File: src/common/period_timer_pkg.sv
// Constants, register map and field layout of the 8-bit period timer.
//----------------------------------------------------------------------
// Behaviour
// - Count clock is the instruction clock (system clock over four) through prescaler.
// - Eight-bit counter starts at zero and steps once per prescaled tick while running.
// - Prescale select 00/01/10/11 divides by 1/4/16/64.
// - Counter is compared with period every cycle; equality asserts match.
// - Match reloads counter to zero on next count and steps the postscaler.
// - Counter and period registers are readable and writable at any time.
// - Reset clears the counter and sets the period to all ones.
// - Counter write, control write and reset clear prescaler and postscaler.
// - Control write leaves the counter value unchanged.
// - Four-bit postscaler counts matches and sets the latched match flag.
// - Output divide field n gives one flag per n+1 matches.
// - Request match_irq only while enable bit and match flag are both set, one clock late; irq follows masked status.
// - Unscaled match goes to the capture/compare unit as PWM time base.
// - Timer output is offered as selectable serial port shift clock.
// - In sleep the timer does not count; counter and period keep values.
// - Control bit 2 switches the timer on when set, off when clear.
// - Control bit 7 is unimplemented and reads as zero.
//----------------------------------------------------------------------
package period_timer_pkg;

  localparam int ADDR_W = 3;

  // Register indices.
  localparam logic [2:0] OFS_CONTROL    = 3'h0;
  localparam logic [2:0] OFS_COUNT      = 3'h1;
  localparam logic [2:0] OFS_PERIOD     = 3'h2;
  localparam logic [2:0] OFS_IRQ_FLAG   = 3'h3;
  localparam logic [2:0] OFS_IRQ_ENABLE = 3'h4;
  localparam logic [2:0] OFS_IRQ_STATUS = 3'h5;
  localparam logic [2:0] OFS_IRQ_MASK   = 3'h6;

  // Control field positions.
  localparam int CKPS_LSB  = 0;
  localparam int RUN_BIT   = 2;
  localparam int OUTPS_LSB = 3;

  // Reset values and control write mask.
  localparam logic [7:0] CONTROL_RESET = 8'h00;
  localparam logic [7:0] COUNT_RESET   = 8'h00;
  localparam logic [7:0] PERIOD_RESET  = 8'hff;
  localparam logic [6:0] CONTROL_MASK  = 7'h7f;

  // Instruction clock is the system clock divided by four.
  localparam int INSTR_DIV = 4;

  // Prescaler terminal counts for divide by 1, 4, 16 and 64.
  localparam logic [5:0] PRESCALE_TOP_1  = 6'h00;
  localparam logic [5:0] PRESCALE_TOP_4  = 6'h03;
  localparam logic [5:0] PRESCALE_TOP_16 = 6'h0f;
  localparam logic [5:0] PRESCALE_TOP_64 = 6'h3f;

  // Status bits for the sticky event register.
  localparam int EV_MATCH = 0;
  localparam int EV_FLAG  = 1;
  localparam int EV_W     = 2;

endpackage

File: src/logic/period_timer_8bit.sv
// Eight-bit period timer with prescaler, postscaler and register port.
`timescale 1ns/10ps
`default_nettype none

module period_timer_8bit (
  // Clock and reset
  input  wire logic       clk,
  input  wire logic       reset,
  // Power state
  input  wire logic       sleep,
  // Register port
  input  wire logic [2:0] addr,
  input  wire logic [7:0] wdata,
  input  wire logic       write,
  input  wire logic       read,
  output var  logic [7:0] rdata,
  // Outputs to other units
  output var  logic       pwm_time_base,
  output var  logic       shift_clock,
  output var  logic       match_irq,
  output var  logic       irq
);

  //--------------------------------------------------------------------
  // Registers and decode
  //--------------------------------------------------------------------
  logic [6:0] timer_control;
  logic [7:0] timer_count_value;
  logic [7:0] period_value;
  logic       match_flag;
  logic       match_irq_enable;
  logic [1:0] irq_status;
  logic [1:0] irq_mask;
  logic [1:0] instr_div;
  logic [5:0] prescale_cnt;
  logic [3:0] postscale_cnt;
  logic       shift_toggle;
  logic       prev_flag;

  function automatic logic hit(input logic [2:0] a, input logic [2:0] o);
    hit = (a == o);
  endfunction

  logic wr_control;
  logic wr_count;
  logic instr_tick;
  logic count_tick;
  logic match;
  logic [5:0] prescale_top;
  logic [1:0] events;

  assign wr_control = write && hit(addr, period_timer_pkg::OFS_CONTROL);
  assign wr_count   = write && hit(addr, period_timer_pkg::OFS_COUNT);

  assign instr_tick = (instr_div == 2'(period_timer_pkg::INSTR_DIV - 1)) && !sleep;

  always_comb begin
    case (timer_control[period_timer_pkg::CKPS_LSB +: 2])
      2'b00:   prescale_top = period_timer_pkg::PRESCALE_TOP_1;
      2'b01:   prescale_top = period_timer_pkg::PRESCALE_TOP_4;
      2'b10:   prescale_top = period_timer_pkg::PRESCALE_TOP_16;
      default: prescale_top = period_timer_pkg::PRESCALE_TOP_64;
    endcase
  end

  // run bit gates counting
  // A control or counter write in the same cycle wins over the tick, so a stale tick never disturbs
  // a freshly written count or the scalers that the write has just restarted.
  assign count_tick = instr_tick && timer_control[period_timer_pkg::RUN_BIT]
                      && (prescale_cnt == prescale_top) && !wr_control && !wr_count;

  assign match = (timer_count_value == period_value);

  //--------------------------------------------------------------------
  // Instruction clock divider
  //--------------------------------------------------------------------
  // sleep freezes the divider and so all counting
  always_ff @(posedge clk) begin
    if (reset) begin
      instr_div <= 2'h0;
    end else if (!sleep) begin
      instr_div <= instr_div + 2'h1;
    end
  end

  //--------------------------------------------------------------------
  // Prescaler
  //--------------------------------------------------------------------
  // scaler clear on control and counter writes and reset
  always_ff @(posedge clk) begin
    if (reset || wr_control || wr_count) begin
      prescale_cnt <= 6'h00;
    end else if (instr_tick && timer_control[period_timer_pkg::RUN_BIT]) begin
      prescale_cnt <= (prescale_cnt == prescale_top) ? 6'h00 : prescale_cnt + 6'h01;
    end
  end

  //--------------------------------------------------------------------
  // Counter
  //--------------------------------------------------------------------
  // reset value, control write keeps count
  always_ff @(posedge clk) begin
    if (reset) begin
      timer_count_value <= period_timer_pkg::COUNT_RESET;
    end else if (wr_count) begin
      timer_count_value <= wdata;
    end else if (count_tick) begin
      timer_count_value <= match ? 8'h00 : timer_count_value + 8'h01;
    end
  end

  always_ff @(posedge clk) begin
    if (reset) begin
      period_value <= period_timer_pkg::PERIOD_RESET;
    end else if (write && hit(addr, period_timer_pkg::OFS_PERIOD)) begin
      period_value <= wdata;
    end
  end

  always_ff @(posedge clk) begin
    if (reset) begin
      timer_control <= period_timer_pkg::CONTROL_RESET[6:0];
    end else if (wr_control) begin
      timer_control <= wdata[6:0] & period_timer_pkg::CONTROL_MASK;
    end
  end

  //--------------------------------------------------------------------
  // Postscaler and match flag
  //--------------------------------------------------------------------
  logic post_done;
  assign post_done = count_tick && match
                     && (postscale_cnt == timer_control[period_timer_pkg::OUTPS_LSB +: 4]);

  always_ff @(posedge clk) begin
    if (reset || wr_control || wr_count) begin
      postscale_cnt <= 4'h0;
    end else if (count_tick && match) begin
      postscale_cnt <= post_done ? 4'h0 : postscale_cnt + 4'h1;
    end
  end

  // flag held until software writes zero; a set wins over the clear
  always_ff @(posedge clk) begin
    if (reset) begin
      match_flag <= 1'b0;
    end else if (post_done) begin
      match_flag <= 1'b1;
    end else if (write && hit(addr, period_timer_pkg::OFS_IRQ_FLAG)) begin
      match_flag <= wdata[0];
    end
  end

  always_ff @(posedge clk) begin
    if (reset) begin
      match_irq_enable <= 1'b0;
    end else if (write && hit(addr, period_timer_pkg::OFS_IRQ_ENABLE)) begin
      match_irq_enable <= wdata[0];
    end
  end

  //--------------------------------------------------------------------
  // Outputs to other units
  //--------------------------------------------------------------------
  // unscaled match pulse, shift clock toggles per match
  always_ff @(posedge clk) begin
    if (reset) begin
      pwm_time_base <= 1'b0;
      shift_toggle  <= 1'b0;
    end else begin
      pwm_time_base <= count_tick && match;
      if (count_tick && match) begin
        shift_toggle <= !shift_toggle;
      end
    end
  end

  assign shift_clock = shift_toggle;

  always_ff @(posedge clk) begin
    if (reset) begin
      match_irq <= 1'b0;
    end else begin
      match_irq <= match_flag && match_irq_enable;
    end
  end

  //--------------------------------------------------------------------
  // Sticky event status and interrupt line
  //--------------------------------------------------------------------
  always_ff @(posedge clk) begin
    if (reset) begin
      prev_flag <= 1'b0;
    end else begin
      prev_flag <= match_flag;
    end
  end

  assign events = {match_flag && !prev_flag, count_tick && match};

  // A read clears the status, but an event in the same cycle survives.
  always_ff @(posedge clk) begin
    if (reset) begin
      irq_status <= 2'b00;
    end else if (read && hit(addr, period_timer_pkg::OFS_IRQ_STATUS)) begin
      irq_status <= events;
    end else begin
      irq_status <= irq_status | events;
    end
  end

  always_ff @(posedge clk) begin
    if (reset) begin
      irq_mask <= 2'b00;
    end else if (write && hit(addr, period_timer_pkg::OFS_IRQ_MASK)) begin
      irq_mask <= wdata[1:0];
    end
  end

  always_ff @(posedge clk) begin
    if (reset) begin
      irq <= 1'b0;
    end else begin
      irq <= |((irq_status | events) & irq_mask);
    end
  end

  //--------------------------------------------------------------------
  // Read data
  //--------------------------------------------------------------------
  // bit 7 reads zero
  always_ff @(posedge clk) begin
    if (reset) begin
      rdata <= 8'h00;
    end else if (read) begin
      if (hit(addr, period_timer_pkg::OFS_CONTROL)) begin
        rdata <= {1'b0, timer_control};
      end else if (hit(addr, period_timer_pkg::OFS_COUNT)) begin
        rdata <= timer_count_value;
      end else if (hit(addr, period_timer_pkg::OFS_PERIOD)) begin
        rdata <= period_value;
      end else if (hit(addr, period_timer_pkg::OFS_IRQ_FLAG)) begin
        rdata <= {7'h00, match_flag};
      end else if (hit(addr, period_timer_pkg::OFS_IRQ_ENABLE)) begin
        rdata <= {7'h00, match_irq_enable};
      end else if (hit(addr, period_timer_pkg::OFS_IRQ_STATUS)) begin
        rdata <= {6'h00, irq_status};
      end else if (hit(addr, period_timer_pkg::OFS_IRQ_MASK)) begin
        rdata <= {6'h00, irq_mask};
      end else begin
        rdata <= 8'h00;
      end
    end else begin
      rdata <= 8'h00;
    end
  end

  //--------------------------------------------------------------------
  // Checks: counter and period
  //--------------------------------------------------------------------
  // reset values
  a_reset_period: assert property (@(posedge clk)
    reset |=> period_value == period_timer_pkg::PERIOD_RESET && timer_count_value == period_timer_pkg::COUNT_RESET)
    else $error("period or counter wrong after reset");
  a_match_reload: assert property (@(posedge clk) disable iff (reset)
    count_tick && match && !wr_count |=> timer_count_value == 8'h00)
    else $error("counter not reloaded after match");
  a_count_step: assert property (@(posedge clk) disable iff (reset)
    count_tick && !match && !wr_count |=> timer_count_value == $past(timer_count_value) + 8'h01)
    else $error("counter did not step");
  a_count_write: assert property (@(posedge clk) disable iff (reset)
    wr_count |=> timer_count_value == $past(wdata))
    else $error("counter write not taken");
  a_period_write: assert property (@(posedge clk) disable iff (reset)
    write && hit(addr, period_timer_pkg::OFS_PERIOD) |=> period_value == $past(wdata))
    else $error("period write not taken");
  a_stop_hold: assert property (@(posedge clk) disable iff (reset)
    !timer_control[period_timer_pkg::RUN_BIT] && !write |=> $stable(timer_count_value) && $stable(prescale_cnt))
    else $error("stopped timer changed");
  a_sleep_hold: assert property (@(posedge clk) disable iff (reset)
    sleep && !write |=> $stable(timer_count_value) && $stable(period_value))
    else $error("timer changed in sleep");
  a_run_set: assert property (@(posedge clk) disable iff (reset)
    wr_control && wdata[period_timer_pkg::RUN_BIT] |=> timer_control[period_timer_pkg::RUN_BIT])
    else $error("run bit not taken");
  a_instr_rate: assert property (@(posedge clk) disable iff (reset)
    instr_tick |=> !instr_tick [*3])
    else $error("instruction tick faster than one in four");

  //--------------------------------------------------------------------
  // Checks: scalers and flag
  //--------------------------------------------------------------------
  // control write keeps count
  a_ctrl_keep: assert property (@(posedge clk) disable iff (reset)
    wr_control |=> timer_count_value == $past(timer_count_value) && prescale_cnt == 6'h00 && postscale_cnt == 4'h0)
    else $error("control write disturbed counter or scalers");
  a_count_clear: assert property (@(posedge clk) disable iff (reset)
    wr_count |=> prescale_cnt == 6'h00 && postscale_cnt == 4'h0)
    else $error("counter write left scalers");
  a_prescale_bound: assert property (@(posedge clk) disable iff (reset)
    prescale_cnt <= prescale_top)
    else $error("prescaler beyond its ratio");
  a_post_ratio: assert property (@(posedge clk) disable iff (reset)
    post_done |-> postscale_cnt == timer_control[period_timer_pkg::OUTPS_LSB +: 4])
    else $error("postscaler ratio wrong");
  a_post_bound: assert property (@(posedge clk) disable iff (reset)
    postscale_cnt <= timer_control[period_timer_pkg::OUTPS_LSB +: 4])
    else $error("postscaler beyond its ratio");
  a_flag_set: assert property (@(posedge clk) disable iff (reset)
    post_done |=> match_flag)
    else $error("flag not set at postscaler end");
  a_flag_sticky: assert property (@(posedge clk) disable iff (reset)
    match_flag && !(write && hit(addr, period_timer_pkg::OFS_IRQ_FLAG)) |=> match_flag)
    else $error("flag dropped without write");

  //--------------------------------------------------------------------
  // Checks: outputs to other units
  //--------------------------------------------------------------------
  // unscaled match pulse
  a_time_base: assert property (@(posedge clk) disable iff (reset)
    count_tick && match |=> pwm_time_base)
    else $error("time base pulse missing");
  a_base_pulse: assert property (@(posedge clk) disable iff (reset)
    !(count_tick && match) |=> !pwm_time_base)
    else $error("time base pulse without match");
  a_shift_toggle: assert property (@(posedge clk) disable iff (reset)
    $changed(shift_clock) == pwm_time_base)
    else $error("shift clock out of step with matches");
  a_irq_gate: assert property (@(posedge clk) disable iff (reset)
    match_irq |-> $past(match_flag) && $past(match_irq_enable))
    else $error("request without flag and enable");
  a_irq_raise: assert property (@(posedge clk) disable iff (reset)
    match_flag && match_irq_enable |=> match_irq)
    else $error("request missing with flag and enable");

  //--------------------------------------------------------------------
  // Checks: register port and status
  //--------------------------------------------------------------------
  // bit 7 reads zero
  a_bit7_zero: assert property (@(posedge clk) disable iff (reset)
    read && hit(addr, period_timer_pkg::OFS_CONTROL) |=> rdata[7] == 1'b0)
    else $error("control bit 7 read as one");
  // Read data must be zero outside the cycle after a read strobe.
  a_rdata_idle: assert property (@(posedge clk) disable iff (reset)
    !read |=> rdata == 8'h00)
    else $error("read data outside read cycle");
  // A status bit may only be cleared by a status read.
  a_status_sticky: assert property (@(posedge clk) disable iff (reset)
    irq_status[0] && !(read && hit(addr, period_timer_pkg::OFS_IRQ_STATUS)) |=> irq_status[0])
    else $error("status bit lost without read");
  // An unmasked status bit must raise the interrupt line.
  a_irq_level: assert property (@(posedge clk) disable iff (reset)
    |(irq_status & irq_mask) |=> irq)
    else $error("interrupt line low with unmasked status");

  c_match_seen: cover property (@(posedge clk) pwm_time_base);
  c_flag_set:   cover property (@(posedge clk) !match_flag ##1 match_flag);
  c_irq_raise:  cover property (@(posedge clk) match_irq);
  c_div64:      cover property (@(posedge clk) count_tick && timer_control[1:0] == 2'b11);
  c_sleep_run:  cover property (@(posedge clk) sleep && timer_control[period_timer_pkg::RUN_BIT]);

endmodule

`default_nettype wire

File: config.mk
export PLATFORM = sky130hd
export DESIGN_NAME = period_timer_8bit
export DESIGN_NICKNAME = d
export VERILOG_FILES = /design/src/common/period_timer_pkg.sv /design/src/logic/period_timer_8bit.sv
export SDC_FILE = /design/constraint.sdc
export NUM_CORES = 1
export LEC_CHECK = 0
export BUFFER_PORTS_ARGS = -buffer_cell sky130_fd_sc_hd__buf_2
export CAP_MARGIN = 20
export CORE_ASPECT_RATIO = 1.2
export CORE_MARGIN = 4
export CORE_UTILIZATION = 45
export CTS_CLUSTER_SIZE = 24
export DETAILED_ROUTE_END_ITERATION = 12
export PLACE_DENSITY = 0.67
export SETUP_SLACK_MARGIN = 0.15
export SLEW_MARGIN = 5
export SYNTH_ARGS = -nofsm -noshare
export SYNTH_HDL_FRONTEND = slang
export SYNTH_SLANG_ARGS = --single-unit
File: constraint.sdc
create_clock -name clk -period 3.01 [get_ports clk]
set_input_delay 0.903 -clock clk [delete_from_list [all_inputs] [get_ports clk]]
set_output_delay 0.903 -clock clk [all_outputs]
set_load 0.01 [all_outputs]
# Yosys cells after proc, flatten, opt, wreduce, memory -nomap -nowiden
# Cells that the tools add are included.
# Widths: inputs -> output; s select.
dict set report totals {
  reg_bits 54
  elab_cells 82
  n_memories 0
  latchBits 0
  inputBits 16
  output_inout_bits 12
  mem_bits_ro 0
  mem_bits_rw 0
}
dict set report op_classes {
  n_div 0
  shifts 0
  n_reduce_logical 30
  mux 16
  n_eq_ne 12
  bitwise_logic 3
  n_lt_le_gt_ge 0
  addsub 4
  multipliers 0
}
# operator count
set op_table {}
lappend op_table {{$mux 8} 5}
lappend op_table {{$pmux 6 s3} 1}
lappend op_table {{$logic_and 1x1->1} 16}
lappend op_table {{$mux 2} 5}
lappend op_table {{$eq 3x3->1 const B} 3}
lappend op_table {{$add 8x1->8 const B} 1}
lappend op_table {{$eq 8x8->1} 1}
lappend op_table {{$mux 7} 1}
lappend op_table {{$add 6x1->6 const B} 1}
lappend op_table {{$eq 3x2->1 const B} 2}
lappend op_table {{$eq 6x6->1} 1}
lappend op_table {{$mux 6} 1}
lappend op_table {{$logic_not 1->1} 5}
lappend op_table {{$add 4x1->4 const B} 1}
lappend op_table {{$eq 2x2->1 const B} 2}
lappend op_table {{$eq 4x4->1} 1}
lappend op_table {{$mux 4} 1}
lappend op_table {{$reduce_bool 2->1} 2}
lappend op_table {{$reduce_or 2->1} 2}
lappend op_table {{$eq 3x1->1 const B} 1}
lappend op_table {{$logic_not 3->1} 1}
lappend op_table {{$reduce_or 3->1} 1}
lappend op_table {{$add 2x1->2 const B} 1}
lappend op_table {{$and 2x2->2} 1}
lappend op_table {{6 further kinds} 8}

# Logic depth before layout (Yosys ltp)
# Gate-level depths: netlist of run 1.
dict set report depth {
  ltp_word 10
  ltp_mapped 8
  mapped_depth_nobuf 6
}

# Worst setup path after synthesis of run 1
# OpenSTA, ideal clock, no wires.
dict set report synth_timing {
  path_type {input -> register}
  start {input sleep}
  end {register timer_count_value[6]}
  arrival_time_ps 2283
  cell_stages 6
  n_path_buf 1
  setup_ps 120
  t_required_ps 2890
  setup_slack_ps 607
  cell_sequence {nand3b_1 -> a221oi_4 -> o21a_1 -> buf_6 -> mux2_2 -> a211o_1}
}
dict set report synth_between {
  elab_chain_cells 7
}
# element line_no
set synth_rtl {}
lappend synth_rtl {{start: declaration} period_timer_8bit.sv:10} ;# input wire logic sleep,
lappend synth_rtl {{$logic_not 1->1} --}
lappend synth_rtl {{$logic_and 1x1->1} period_timer_8bit.sv:55} ;# assign instr_tick = (instr_div == 2'(period_timer_pkg::INSTR_DIV - 1)) && !sleep;
lappend synth_rtl {{$logic_and 1x1->1} period_timer_8bit.sv:69} ;# assign count_tick = instr_tick && timer_control[period_timer_pkg::RUN_BIT]
lappend synth_rtl {{$logic_and 1x1->1 (3 in series)} period_timer_8bit.sv:70} ;# && (prescale_cnt == prescale_top) && !wr_control && !wr_count;
lappend synth_rtl {{$reduce_bool 2->1 (no line)} --}
lappend synth_rtl {{end signal: assignment} period_timer_8bit.sv:104} ;# timer_count_value <= period_timer_pkg::COUNT_RESET;
lappend synth_rtl {{end signal: assignment} period_timer_8bit.sv:106} ;# timer_count_value <= wdata;
lappend synth_rtl {{end signal: assignment} period_timer_8bit.sv:108} ;# timer_count_value <= match ? 8'h00 : timer_count_value + 8'h01;
lappend synth_rtl {{end: declaration} period_timer_8bit.sv:28} ;# logic [7:0] timer_count_value;
# Every way passes these cells.
# A chain may end at the register's enable or synchronous reset.

# Worst setup path after layout of run 1
dict set report layout_timing {
  start {input addr[2]}
  end {register timer_count_value[6]}
}
dict set report layout_between {
  elab_chain_cells 6
  word_cells_on_any_way 10
  classes_between {eq/ne: 1; mux: 1; reduce/logical: 8}
}
# element line_no
set layout_rtl {}
lappend layout_rtl {{start: declaration} period_timer_8bit.sv:12} ;# input wire logic [2:0] addr,
lappend layout_rtl {{$logic_not 3->1} period_timer_8bit.sv:41} ;# hit = (a == o);
lappend layout_rtl {{$logic_and 1x1->1} period_timer_8bit.sv:52} ;# assign wr_control = write && hit(addr, period_timer_pkg::OFS_CONTROL);
lappend layout_rtl {{$logic_not 1->1} period_timer_8bit.sv:70}
lappend layout_rtl {{$logic_and 1x1->1 (2 in series)} period_timer_8bit.sv:70}
lappend layout_rtl {{$reduce_bool 2->1 (no line)} --}
# Several ways; a longest one is shown, not always the timed one.

==> results of run 1 <==
[cell type report]
class	instances	area, um^2	area share
multi-input combinational	236	1550	0.511
sequential	54	1080	0.357
timing repair buffer	32	173	0.0571
tap	80	100	0.0331
clock buffer	7	96.3	0.0319
inverter	5	18.8	0.00621
clock inverter	1	8.76	0.00290
[through the flow]
stage               power (mW)  hold slack, ns
floorplan                0.863           0.446
global placement         0.910           0.464
detailed placement       0.912           0.472
CTS                       1.36           0.487
global route              1.41           0.513
finish                    1.35           0.490
[Yosys cell counts, drive strengths merged, types with 2 or more instances]
cell and number:
dfxtp 54, nor2 28, ha 4, a21oi 25, clkbuf 7, xor2 12, a211oi 10, nand3 9
inv 5, nor3 6, and2 4, a32oi 3, nand4b 2, or3 2, xnor2 9, o31ai 2
mux2i 11, nor4 4, a211o 9, nor2b 14, nand2 37, buf 7, nand2b 3, mux2 2
nand4 7, o211ai 5, o21ai 8, and3 6
[metal layers]
layer	up-vias	track usage	share of wire
li1	1149	-	-
met1	1096	0.234	0.45
met2	73	0.314	0.48
met3	20	0.0366	0.039
met4	0	0.0831	0.031
met5	-	0	0
[cells by family after synthesis]
group	Yosys count	synth area share
flops	54	0.397
xor+xnor	21	0.0675
compound gates	71	0.182
simple gates	126	0.242
mux	14	0.0569
fa+ha+maj	4	0.0184
buf+inv	19	0.0358
[worst min path at each step]
stage	start	to	cells past startpoint
finish	irq_status[0]$_SDFF_PP0_	irq_status[0]$_SDFF_PP0_	2
global route	irq_status[0]$_SDFF_PP0_	irq_status[0]$_SDFF_PP0_	2
CTS	irq_status[0]$_SDFF_PP0_	irq_status[0]$_SDFF_PP0_	2
detailed placement	irq_status[0]$_SDFF_PP0_	irq_status[0]$_SDFF_PP0_	2
global placement	irq_status[0]$_SDFF_PP0_	irq_status[0]$_SDFF_PP0_	2
floorplan	irq_status[0]$_SDFF_PP0_	irq_status[0]$_SDFF_PP0_	2
[worst max-delay path, delay by kind of cell]
family	cells	cell delay [ns]
AO/OA/AOI/OAI	3	0.81
multiplexers	1	0.34
AND/OR/NAND/NOR	1	0.15
buffers and inverters	1	0.24
[report_power, final]
part	leakage (nW)	internal (mW)	switching, mW
Sequential	0.437	0.733	0.0221
Combinational	0.656	0.0571	0.0843
Clock	0.0544	0.211	0.243
[sequential cells by signal (all words and copies together), names as in the netlist]
| register | count |
|---|---|
| instr_div | 2 |
| irq | 1 |
| irq_mask | 2 |
| irq_status | 2 |
| match_flag | 1 |
| match_irq | 1 |
| match_irq_enable | 1 |
| period_value | 8 |
| postscale_cnt | 4 |
| prescale_cnt | 6 |
| prev_flag | 1 |
| pwm_time_base | 1 |
| rdata | 8 |
| shift_clock | 1 |
| timer_control | 7 |
| timer_count_value | 8 |
==> run summary, run 1 <==
Root Driver: clkbuf_8
first-pass GRT wire length: 10800 um
Congestion Overflow GR: 0
Layout area overhead: 11.0%
reg2reg setup slack: 0.85 ns
cell area after synthesis: 0.00273 mm^2
CP cell instances: buf_2 > nor2_2 > a221oi_4 > o21a_1 > mux2_2 > a211o_1
Primary FF master, synth: dfxtp_1
Synth area leader: dfxtp_1
pre-CTS setup slack: 0.463 ns
synthesized area per cell: 8.82 um^2
YS warnings: 0
initial antenna violation count: 0
HPWL Detailed: 4880 um
worst-margin pin slew: 0.616 ns
row count: 30
asr flop ratio synth: 0
Die H: 93.2 um
top cell type's share of synthesized area: 0.397
fillers: 574
final net count: 354
vias in the first global route: 2158
vias post-DR: 2338
Setup crit end kind: register
CORE AREA: 0.00578 mm^2
clk_lat worst skew: 0.31 ns
peak supply drop: 222 uV
reg2reg end: timer_count_value[6]$_SDFFE_PP0P_
Tcrit/Tclk final: 0.744
fin cells: 415
Worst R2R Path Depth: 5
Post-CTS Setup Inserts: 0
worst min-delay path class: reg -> reg
final core occ: 0.523
Routed WL: 6650 um
H-tree Lvls: 2
antenna-violating nets left: 0
starting density of the core: 0.471
crit path launch: addr[2]
Max Fclk: 447 MHz
initial DRC count: 162
min setup slack post-route: 0.772 ns
commonest non-fill, non-tap cell in the layout: dfxtp_1
RSZ-0062 raised after global routing: false
ratio of cells with drive above 1 in the final layout: 0.155
Final Hold Fails: 0
status: completed
slowest CP cell: mux2_2
post-cts sizing count: 0
Num CTS Buffers: 5
PwrDens: 447 mW/mm^2
CTS tree: done
worst clock skew: 0.0115 ns
Distinct cells, synth: 52
largest net degree at the start of global routing: 26
Post-synth EDFFs: 0
Synth area leaders: dfxtp_1, nand2_1, a21oi_1
post-synthesis sequential area ratio: 0.397
critical path class: in -> reg
Global Route Usage Sum: 0.188
Setup Viol. Count Final: 0
Via density: 5.63
Post-route DRC: 0
CP Max Fanout: 15
clock slew at reported path FFs: 0.10 ns
DR pass1 iterations: 4
CP Launch Type: input pin
Rel. slew slack: 0.585
crit path capture: timer_count_value[6]$_SDFFE_PP0P_
Port Buffers: 27
fin crit period: 2.24 ns
commonest non-fill, non-tap cells in the layout: dfxtp_1, nand2_1, nor2_1, buf_2, a21oi_1
Clock Path Buffers: 2
Post-Syn Instances: 309
max-slew violation count: 0
Die ar.: 0.00737 mm^2
die width: 79.0 um
WL/cell: 16.0 um
final instance area: 0.00302 mm^2
GPL Wtd Cong: 0.815
Yosys reg bits: 54
placed cells: 407
static leakage: 1.15 nW
Total Neg Setup Slack: 0 ns
max cap viols: 0
clock sinks: 54
Critical Path RT: 3.22 ns
# IOs: 28
Arr. time, crit path: 2.45 ns
# diodes: 0
dpl cell area: 0.00292 mm^2
Hold-fix buffers, CTS: 0
Largest stage delay, worst path: 0.34 ns
FF-to-FF Start: timer_count_value[1]$_SDFFE_PP0P_
syn_nets: 329
No activity file was read; power rests on OpenSTA's default activity.
==> run 2, diff against run 1 <==
--- a/config.mk
+++ b/config.mk
@@ -5,6 +5,7 @@
 export SDC_FILE = /design/constraint.sdc
 export NUM_CORES = 1
 export LEC_CHECK = 0
+export ABC_AREA = 1
 export BUFFER_PORTS_ARGS = -buffer_cell sky130_fd_sc_hd__buf_2
 export CAP_MARGIN = 20
 export CORE_ASPECT_RATIO = 1.2
==> constraint.sdc (replaced) <==
create_clock -name clk -period 2.3 [get_ports clk]
set_input_delay 0.69 -clock clk [delete_from_list [all_inputs] [get_ports clk]]
set_output_delay 0.69 -clock clk [all_outputs]
set_load 0.01 [all_outputs]
==> run 2 against run 1 <==
Against the previous run: register-to-register slack worse by 0.38 ns; critical path type is now reg -> reg; sequential cell count did not move; clock skew up 0.0014 ns; count of clock-buffer cells in the layout is 2 lower; non-clock buffer count is 2 higher.
==> run summary, run 2 <==
antenna-violating nets left: 0 (unchanged)
asr flop ratio synth: 0 (unchanged)
WL/cell: 14.1 um (-12%)
GPL Wtd Cong: 0.868 (+6.4%)
Setup crit end kind: register
total power: 1.78 mW (+31%)
commonest non-fill, non-tap cells in the layout: nand2_1, dfxtp_1, nor2_1
peak supply drop: 340 uV (+53%)
most frequent cell after synthesis: nand2_1
Via density: 5.12 (-9.1%)
Post-route DRC: 0 (unchanged)
Rel. slew slack: 0.753 (+0.168)
PwrDens: 571 mW/mm^2 (+28%)
Distinct cells, synth: 40 (-23%)
worst min-delay path class: reg -> reg
die width: 79.6 um (+0.68%)
min setup slack post-route: 0.469 ns (-0.303 ns)
RSZ-0062 raised after global routing: false
critical path class: reg -> reg
first-pass GRT wire length: 11800 um (+8.6%)
cell area after synthesis: 0.00277 mm^2 (+1.5%)
pre-CTS setup slack: 0.207 ns (-0.256 ns)
Post-CTS Setup Inserts: 0 (unchanged)
status: completed
reg2reg end: postscale_cnt[2]$_SDFFE_PP0P_
HPWL Detailed: 5380 um (+10%)
row count: 31 (+3.3%)
post-synthesis sequential area ratio: 0.391 (-0.00592)
final net count: 433 (+22%)
register area: 0.00108 mm^2 (unchanged)
crit path capture: postscale_cnt[2]$_SDFFE_PP0P_
# diodes: 0 (unchanged)
Die ar.: 0.00747 mm^2 (+1.4%)
CP Launch Type: register
Hold-fix buffers, CTS: 0 (unchanged)
Synth area leaders: dfxtp_1, nand2_1, nor2_1
crit path launch: instr_div[0]$_SDFFE_PP0N_
Crit path max-delay family: simple AND/OR/NAND/NOR gates
starting density of the core: 0.460 (-0.0113)
CORE AREA: 0.00601 mm^2 (+4.0%)
max cap viols: 0 (unchanged)
Final Hold Fails: 0 (unchanged)
worst path bufs/invs: 0 (-1)
reg2reg setup slack: 0.47 ns (-0.38 ns)
static leakage: 1.35 nW (+18%)
Critical Path RT: 2.51 ns (-0.71 ns)
# IOs: 28 (unchanged)
worst clock skew: 0.0129 ns (+0.00144 ns)
Num CTS Buffers: 5 (unchanged)
initial antenna violation count: 0 (unchanged)
Setup Viol. Count Final: 0 (unchanged)
Worst R2R Path Depth: 10 (+5)
Primary FF master, synth: dfxtp_1
area of the multi-input gates: 0.00147 mm^2 (-5.1%)
Arr. time, crit path: 2.04 ns (-0.41 ns)
clock sinks: 54 (unchanged)
Synth top cells by count: nand2_1, dfxtp_1, nor2_1
FF-to-FF Start: instr_div[0]$_SDFFE_PP0N_
clk_lat worst skew: 0.31 ns (about the same)
max-slew violation count: 0 (unchanged)
clock slew at reported path FFs: 0.09 ns (about the same)
DR pass1 iterations: 4 (unchanged)
CTS tree: done
Die H: 93.9 um (+0.69%)
Root Driver: clkbuf_8
fillers: 634 (+10%)
Layout area overhead: 12.5%
Post-synth EDFFs: 0 (unchanged)
Synth area leader: dfxtp_1
Yosys reg bits: 54 (unchanged)
slowest CP cell: dfxtp_1
Stages on worst setup path: 10 (+4)
top cell type's share of synthesized area: 0.391 (-0.00592)
worst-margin pin slew: 0.367 ns (-0.249 ns)
Total Neg Setup Slack: 0 ns (unchanged)
worst hold margin: 0.469 ns (-0.0212 ns)
final core occ: 0.518 (-0.00557)
Congestion Overflow GR: 0 (unchanged)
Post-Syn Instances: 381 (+23%)
Global Route Usage Sum: 0.202 (+0.0140)
H-tree Lvls: 2 (unchanged)
Largest stage delay, worst path: 0.36 ns (+0.02 ns)
ratio of cells with drive above 1 in the final layout: 0.155 (-0.000635)
initial DRC count: 179 (+10%)
commonest non-fill, non-tap cell in the layout: nand2_1
Port Buffers: 27 (unchanged)
largest net degree at the start of global routing: 21 (-19%)
vias in the first global route: 2440 (+13%)
vias post-DR: 2540 (+8.6%)
synthesized area per cell: 7.26 um^2 (-18%)
biggest regs: period_value x8, rdata x8, timer_count_value x8
Tcrit/Tclk final: 0.796
CP Max Fanout: 11 (-4)
Clock Path Buffers: 2 (unchanged)
Max Fclk: 546 MHz
syn_nets: 401 (+22%)
post-cts sizing count: 0 (unchanged)
Routed WL: 7010 um (+5.5%)
YS warnings: 0 (unchanged)
CP cell instances: ha_1 > nand2_1 > nor2_2 > nand3_2 > nor2_2 > nand2_4 > nor2_4 > nand2_1 > nand3_1 > nor2_1
fin crit period: 1.83 ns
==> run 2: area by class of cell <==
type,count,area share
clock buffers,5,0.0221
clock inverters,3,0.0145
inverters,41,0.0511
multi-input cells,277,0.472
flip-flops and latches,54,0.347
well taps,82,0.0330
repair buffers,34,0.0603
==> run 2: per-layer routing <==
| layer | GRT usage | part of all wire | up-vias |
|---|---|---|---|
| met4 | 0.0774 | 0.024 | 0 |
| met2 | 0.351 | 0.51 | 44 |
| met1 | 0.249 | 0.43 | 1167 |
| li1 | - | - | 1316 |
| met5 | 0 | 0 | - |
| met3 | 0.0307 | 0.030 | 13 |
==> run 2: logic make-up after synthesis <==
group                    Yosys count  share of synthesized area
AND/OR/NAND/NOR                  196                      0.337
AO/OA/AOI/OAI                     64                      0.134
flip-flops                        54                      0.391
adder cells (fa/ha/maj)            4                     0.0181
XOR/XNOR                          13                     0.0412
buffers and inverters             50                     0.0787
==> run 2: per-stage QoR <==
| step | instance area (um^2) | instances |
|---|---|---|
| global placement | 3000 | 488 |
| floorplan | 2770 | 381 |
| finish | 3110 | 496 |
| global route | 3110 | 496 |
| CTS | 3110 | 496 |
| detailed placement | 3000 | 488 |
==> run 2: where the power goes <==
part           switching [mW]  leakage [nW]  internal (mW)
combinational           0.105         0.864         0.0537
sequential             0.0165         0.438          0.955
clock                   0.322        0.0504          0.324
total                   0.443          1.35           1.33
==> run 2: how the worst min path moves through the flow <==
stage / startpoint / end / slack, ns / depth (start not counted)
final: instr_div[0]$_SDFFE_PP0N_ / instr_div[0]$_SDFFE_PP0N_ / 0.47 / 1
after global routing: match_irq_enable$_SDFFE_PP0P_ / match_irq$_SDFF_PP0_ / 0.48 / 2
after floorplan: instr_div[0]$_SDFFE_PP0N_ / instr_div[0]$_SDFFE_PP0N_ / 0.43 / 1
after CTS: instr_div[0]$_SDFFE_PP0N_ / instr_div[0]$_SDFFE_PP0N_ / 0.47 / 1
after detailed placement: instr_div[0]$_SDFFE_PP0N_ / instr_div[0]$_SDFFE_PP0N_ / 0.46 / 1
after global placement: instr_div[0]$_SDFFE_PP0N_ / instr_div[0]$_SDFFE_PP0N_ / 0.45 / 1
==> run 2: worst reg2reg max path: cells and delay by family, from the launching register on <==
| kind | cells | cell delay (ns) |
|---|---|---|
| simple gates | 9 | 1.22 |
| flops | 1 | 0.36 |
| fa+ha+maj | 1 | 0.15 |
==> run 3, diff against run 2 <==
==> constraint.sdc (replaced) <==
create_clock -name clk -period 1.8 [get_ports clk]
set_input_delay 0.54 -clock clk [delete_from_list [all_inputs] [get_ports clk]]
set_output_delay 0.54 -clock clk [all_outputs]
set_load 0.01 [all_outputs]
==> run 3 against run 2 <==
Against the previous run: routed wire length up 0.27%; sequential power increased by 28%; combinational power increased by 42%; largest cell class unchanged; critical path type unchanged; largest power group unchanged; global-route usage down 0.66 points; critical endpoint unchanged; fmax increased by 12%; sequential cell count unchanged; total power is 29% higher; clock skew decreased by 0.0015 ns; register-to-register slack lost 0.30 ns.
==> run summary, run 3 (synthesized netlist as in run 2, its figures left out) <==
status: completed
Final Hold Fails: 0 (unchanged)
RSZ-0062 raised after global routing: true
die width: 79.6 um (unchanged)
Root Driver: clkbuf_8
final net count: 454 (+4.8%)
HPWL Detailed: 5510 um (+2.4%)
max cap viols: 0 (unchanged)
static leakage: 1.46 nW (+7.7%)
Arr. time, crit path: 1.83 ns (-0.21 ns)
Largest stage delay, worst path: 0.35 ns (about the same)
Global Route Usage Sum: 0.196 (-0.00662)
# IOs: 28 (unchanged)
clk_lat worst skew: 0.31 ns (about the same)
Critical Path RT: 2.00 ns (-0.51 ns)
dpl cell area: 0.00314 mm^2 (+4.8%)
Port Buffers: 27 (unchanged)
biggest regs: period_value x8, rdata x8, timer_count_value x8
clock sinks: 54 (unchanged)
initial antenna violation count: 0 (unchanged)
CTS tree: done
area of the multi-input gates: 0.00152 mm^2 (+3.6%)
worst clock skew: 0.0114 ns (-0.00152 ns)
peak supply drop: 437 uV (+29%)
WL/cell: 13.6 um (-3.8%)
Congestion Overflow GR: 0 (unchanged)
Setup Viol. Count Final: 0 (unchanged)
antenna-violating nets left: 0 (unchanged)
register area: 0.00108 mm^2 (+0.35%)
CP Launch Type: register
commonest non-fill, non-tap cell in the layout: nand2_1
initial DRC count: 147 (-18%)
slowest CP cell: dfxtp_2
row count: 31 (unchanged)
Max Fclk: 614 MHz (+12%)
clock slew at reported path FFs: 0.09 ns (about the same)
fillers: 576 (-9.1%)
Post-route DRC: 0 (unchanged)
Die H: 93.9 um (unchanged)
final core occ: 0.553 (+0.0356)
fin cells: 517 (+4.2%)
H-tree Lvls: 2 (unchanged)
worst path bufs/invs: 1 (+1)
Num CTS Buffers: 5 (unchanged)
Die ar.: 0.00747 mm^2 (unchanged)
CP Max Fanout: 3 (-8)
CORE AREA: 0.00601 mm^2 (unchanged)
CP cell instances: ha_2 > nand2_2 > nor2_4 > nand3_2 > buf_4 > nor3_1 > nand4_1 > nand3_1 > nor2_1
Layout area overhead: 20.2%
Rel. slew slack: 0.737 (-0.0168)
# diodes: 0 (unchanged)
worst-margin pin slew: 0.392 ns (+0.0250 ns)
Clock Path Buffers: 2 (unchanged)
GPL Wtd Cong: 0.893 (+3.0%)
PwrDens: 690 mW/mm^2 (+21%)
Setup crit end kind: register
DR pass1 iterations: 4 (unchanged)
vias post-DR: 2653 (+4.4%)
worst hold margin: 0.439 ns (-0.0307 ns)
Routed WL: 7030 um (+0.27%)
Crit path max-delay family: simple AND/OR/NAND/NOR gates
final instance area: 0.00333 mm^2 (+6.9%)
fin crit period: 1.63 ns (-0.202 ns)
vias in the first global route: 2562 (+5.0%)
ratio of cells with drive above 1 in the final layout: 0.228 (+0.0730)
largest net degree at the start of global routing: 17 (-19%)
worst min-delay path class: reg -> reg
starting density of the core: 0.460 (unchanged)
max-slew violation count: 0 (unchanged)
first-pass GRT wire length: 11600 um (-1.9%)
Via density: 5.13 (+0.21%)
placed cells: 507 (+3.9%)
critical path class: reg -> reg
Tcrit/Tclk final: 0.905 (+0.109)
commonest non-fill, non-tap cells in the layout: nand2_1, dfxtp_1, nor2_1
-- run 3: cell types whose count changed in the layout (fill, tap and decap cells not counted), moves of 2 or more --
| cell | before | now |
|---|---|---|
| nor2_1 | 45 | 43 |
| buf_4 | 7 | 27 |
| dfxtp_1 | 54 | 51 |
| nor3_1 | 10 | 7 |
| nand2_2 | 0 | 4 |
| nor2_4 | 3 | 6 |
| nor3_2 | 2 | 5 |
| nand2_1 | 90 | 86 |
| dfxtp_2 | 0 | 3 |
-- run 3: where the power goes --
part,switching (mW),leakage [nW],total [mW],internal [mW]
registers,0.0217,0.439,1.24,1.22
logic,0.138,0.966,0.225,0.0873
clock network,0.409,0.0514,0.825,0.416
-- run 3: metrics by stage --
stage          setup TNS (ns)  power [mW]  setup WS [ns]
2_1_floorplan               0        1.39          0.152
3_3_place_gp          -0.0918        1.49        -0.0315
3_5_place_dp           -0.160        1.49        -0.0466
4_1_cts                     0        2.30          0.159
5_1_grt                     0        2.38         0.0785
6_report                    0        2.29          0.171
-- run 3: path summary, 6_finish.rpt --
path                              from                             to  slack, ns  cells past startpoint
max          instr_div[0]$_SDFFE_PP0N_  postscale_cnt[2]$_SDFFE_PP0P_       0.17                      9
min          instr_div[0]$_SDFFE_PP0N_      instr_div[0]$_SDFFE_PP0N_       0.44                      1
max reg2reg  instr_div[0]$_SDFFE_PP0N_  postscale_cnt[2]$_SDFFE_PP0P_       0.17                      9
min reg2reg  instr_div[0]$_SDFFE_PP0N_      instr_div[0]$_SDFFE_PP0N_       0.44                      1
-- run 3: routing by layer --
metal,up-vias,routed length (um),GRT usage
met1,1224,2920,0.226
met4,0,272,0.100
met3,20,270,0.0374
met5,-,0,0
li1,1350,-,-
met2,59,3570,0.339
-- run 3: final cells by class --
cell class / instances / share of cell area
Timing Repair Buffer: 55 / 0.105
Clock inverter: 2 / 0.0113
Sequential cell: 54 / 0.326
Tap cell: 82 / 0.0309
Multi-Input combinational cell: 277 / 0.457
Inverter: 41 / 0.0478
Clock buffer: 6 / 0.0218
-- run 3: repair_timing --
action / CTS / global route
pin swaps: 2 / 4
hold buffers: 0 / 0
setup endpoints to repair: 11 / 16
buffers inserted: 1 / 1
gates resized for setup: 5 / 13
-- run 3: worst reg2reg max path, stage by stage, from the launching register on --
cell	delay (ns)
dfxtp_2	0.35
ha_2	0.17
nand2_2	0.06
nor2_4	0.11
nand3_2	0.11
buf_4	0.16
nor3_1	0.27
nand4_1	0.14
nand3_1	0.11
nor2_1	0.04
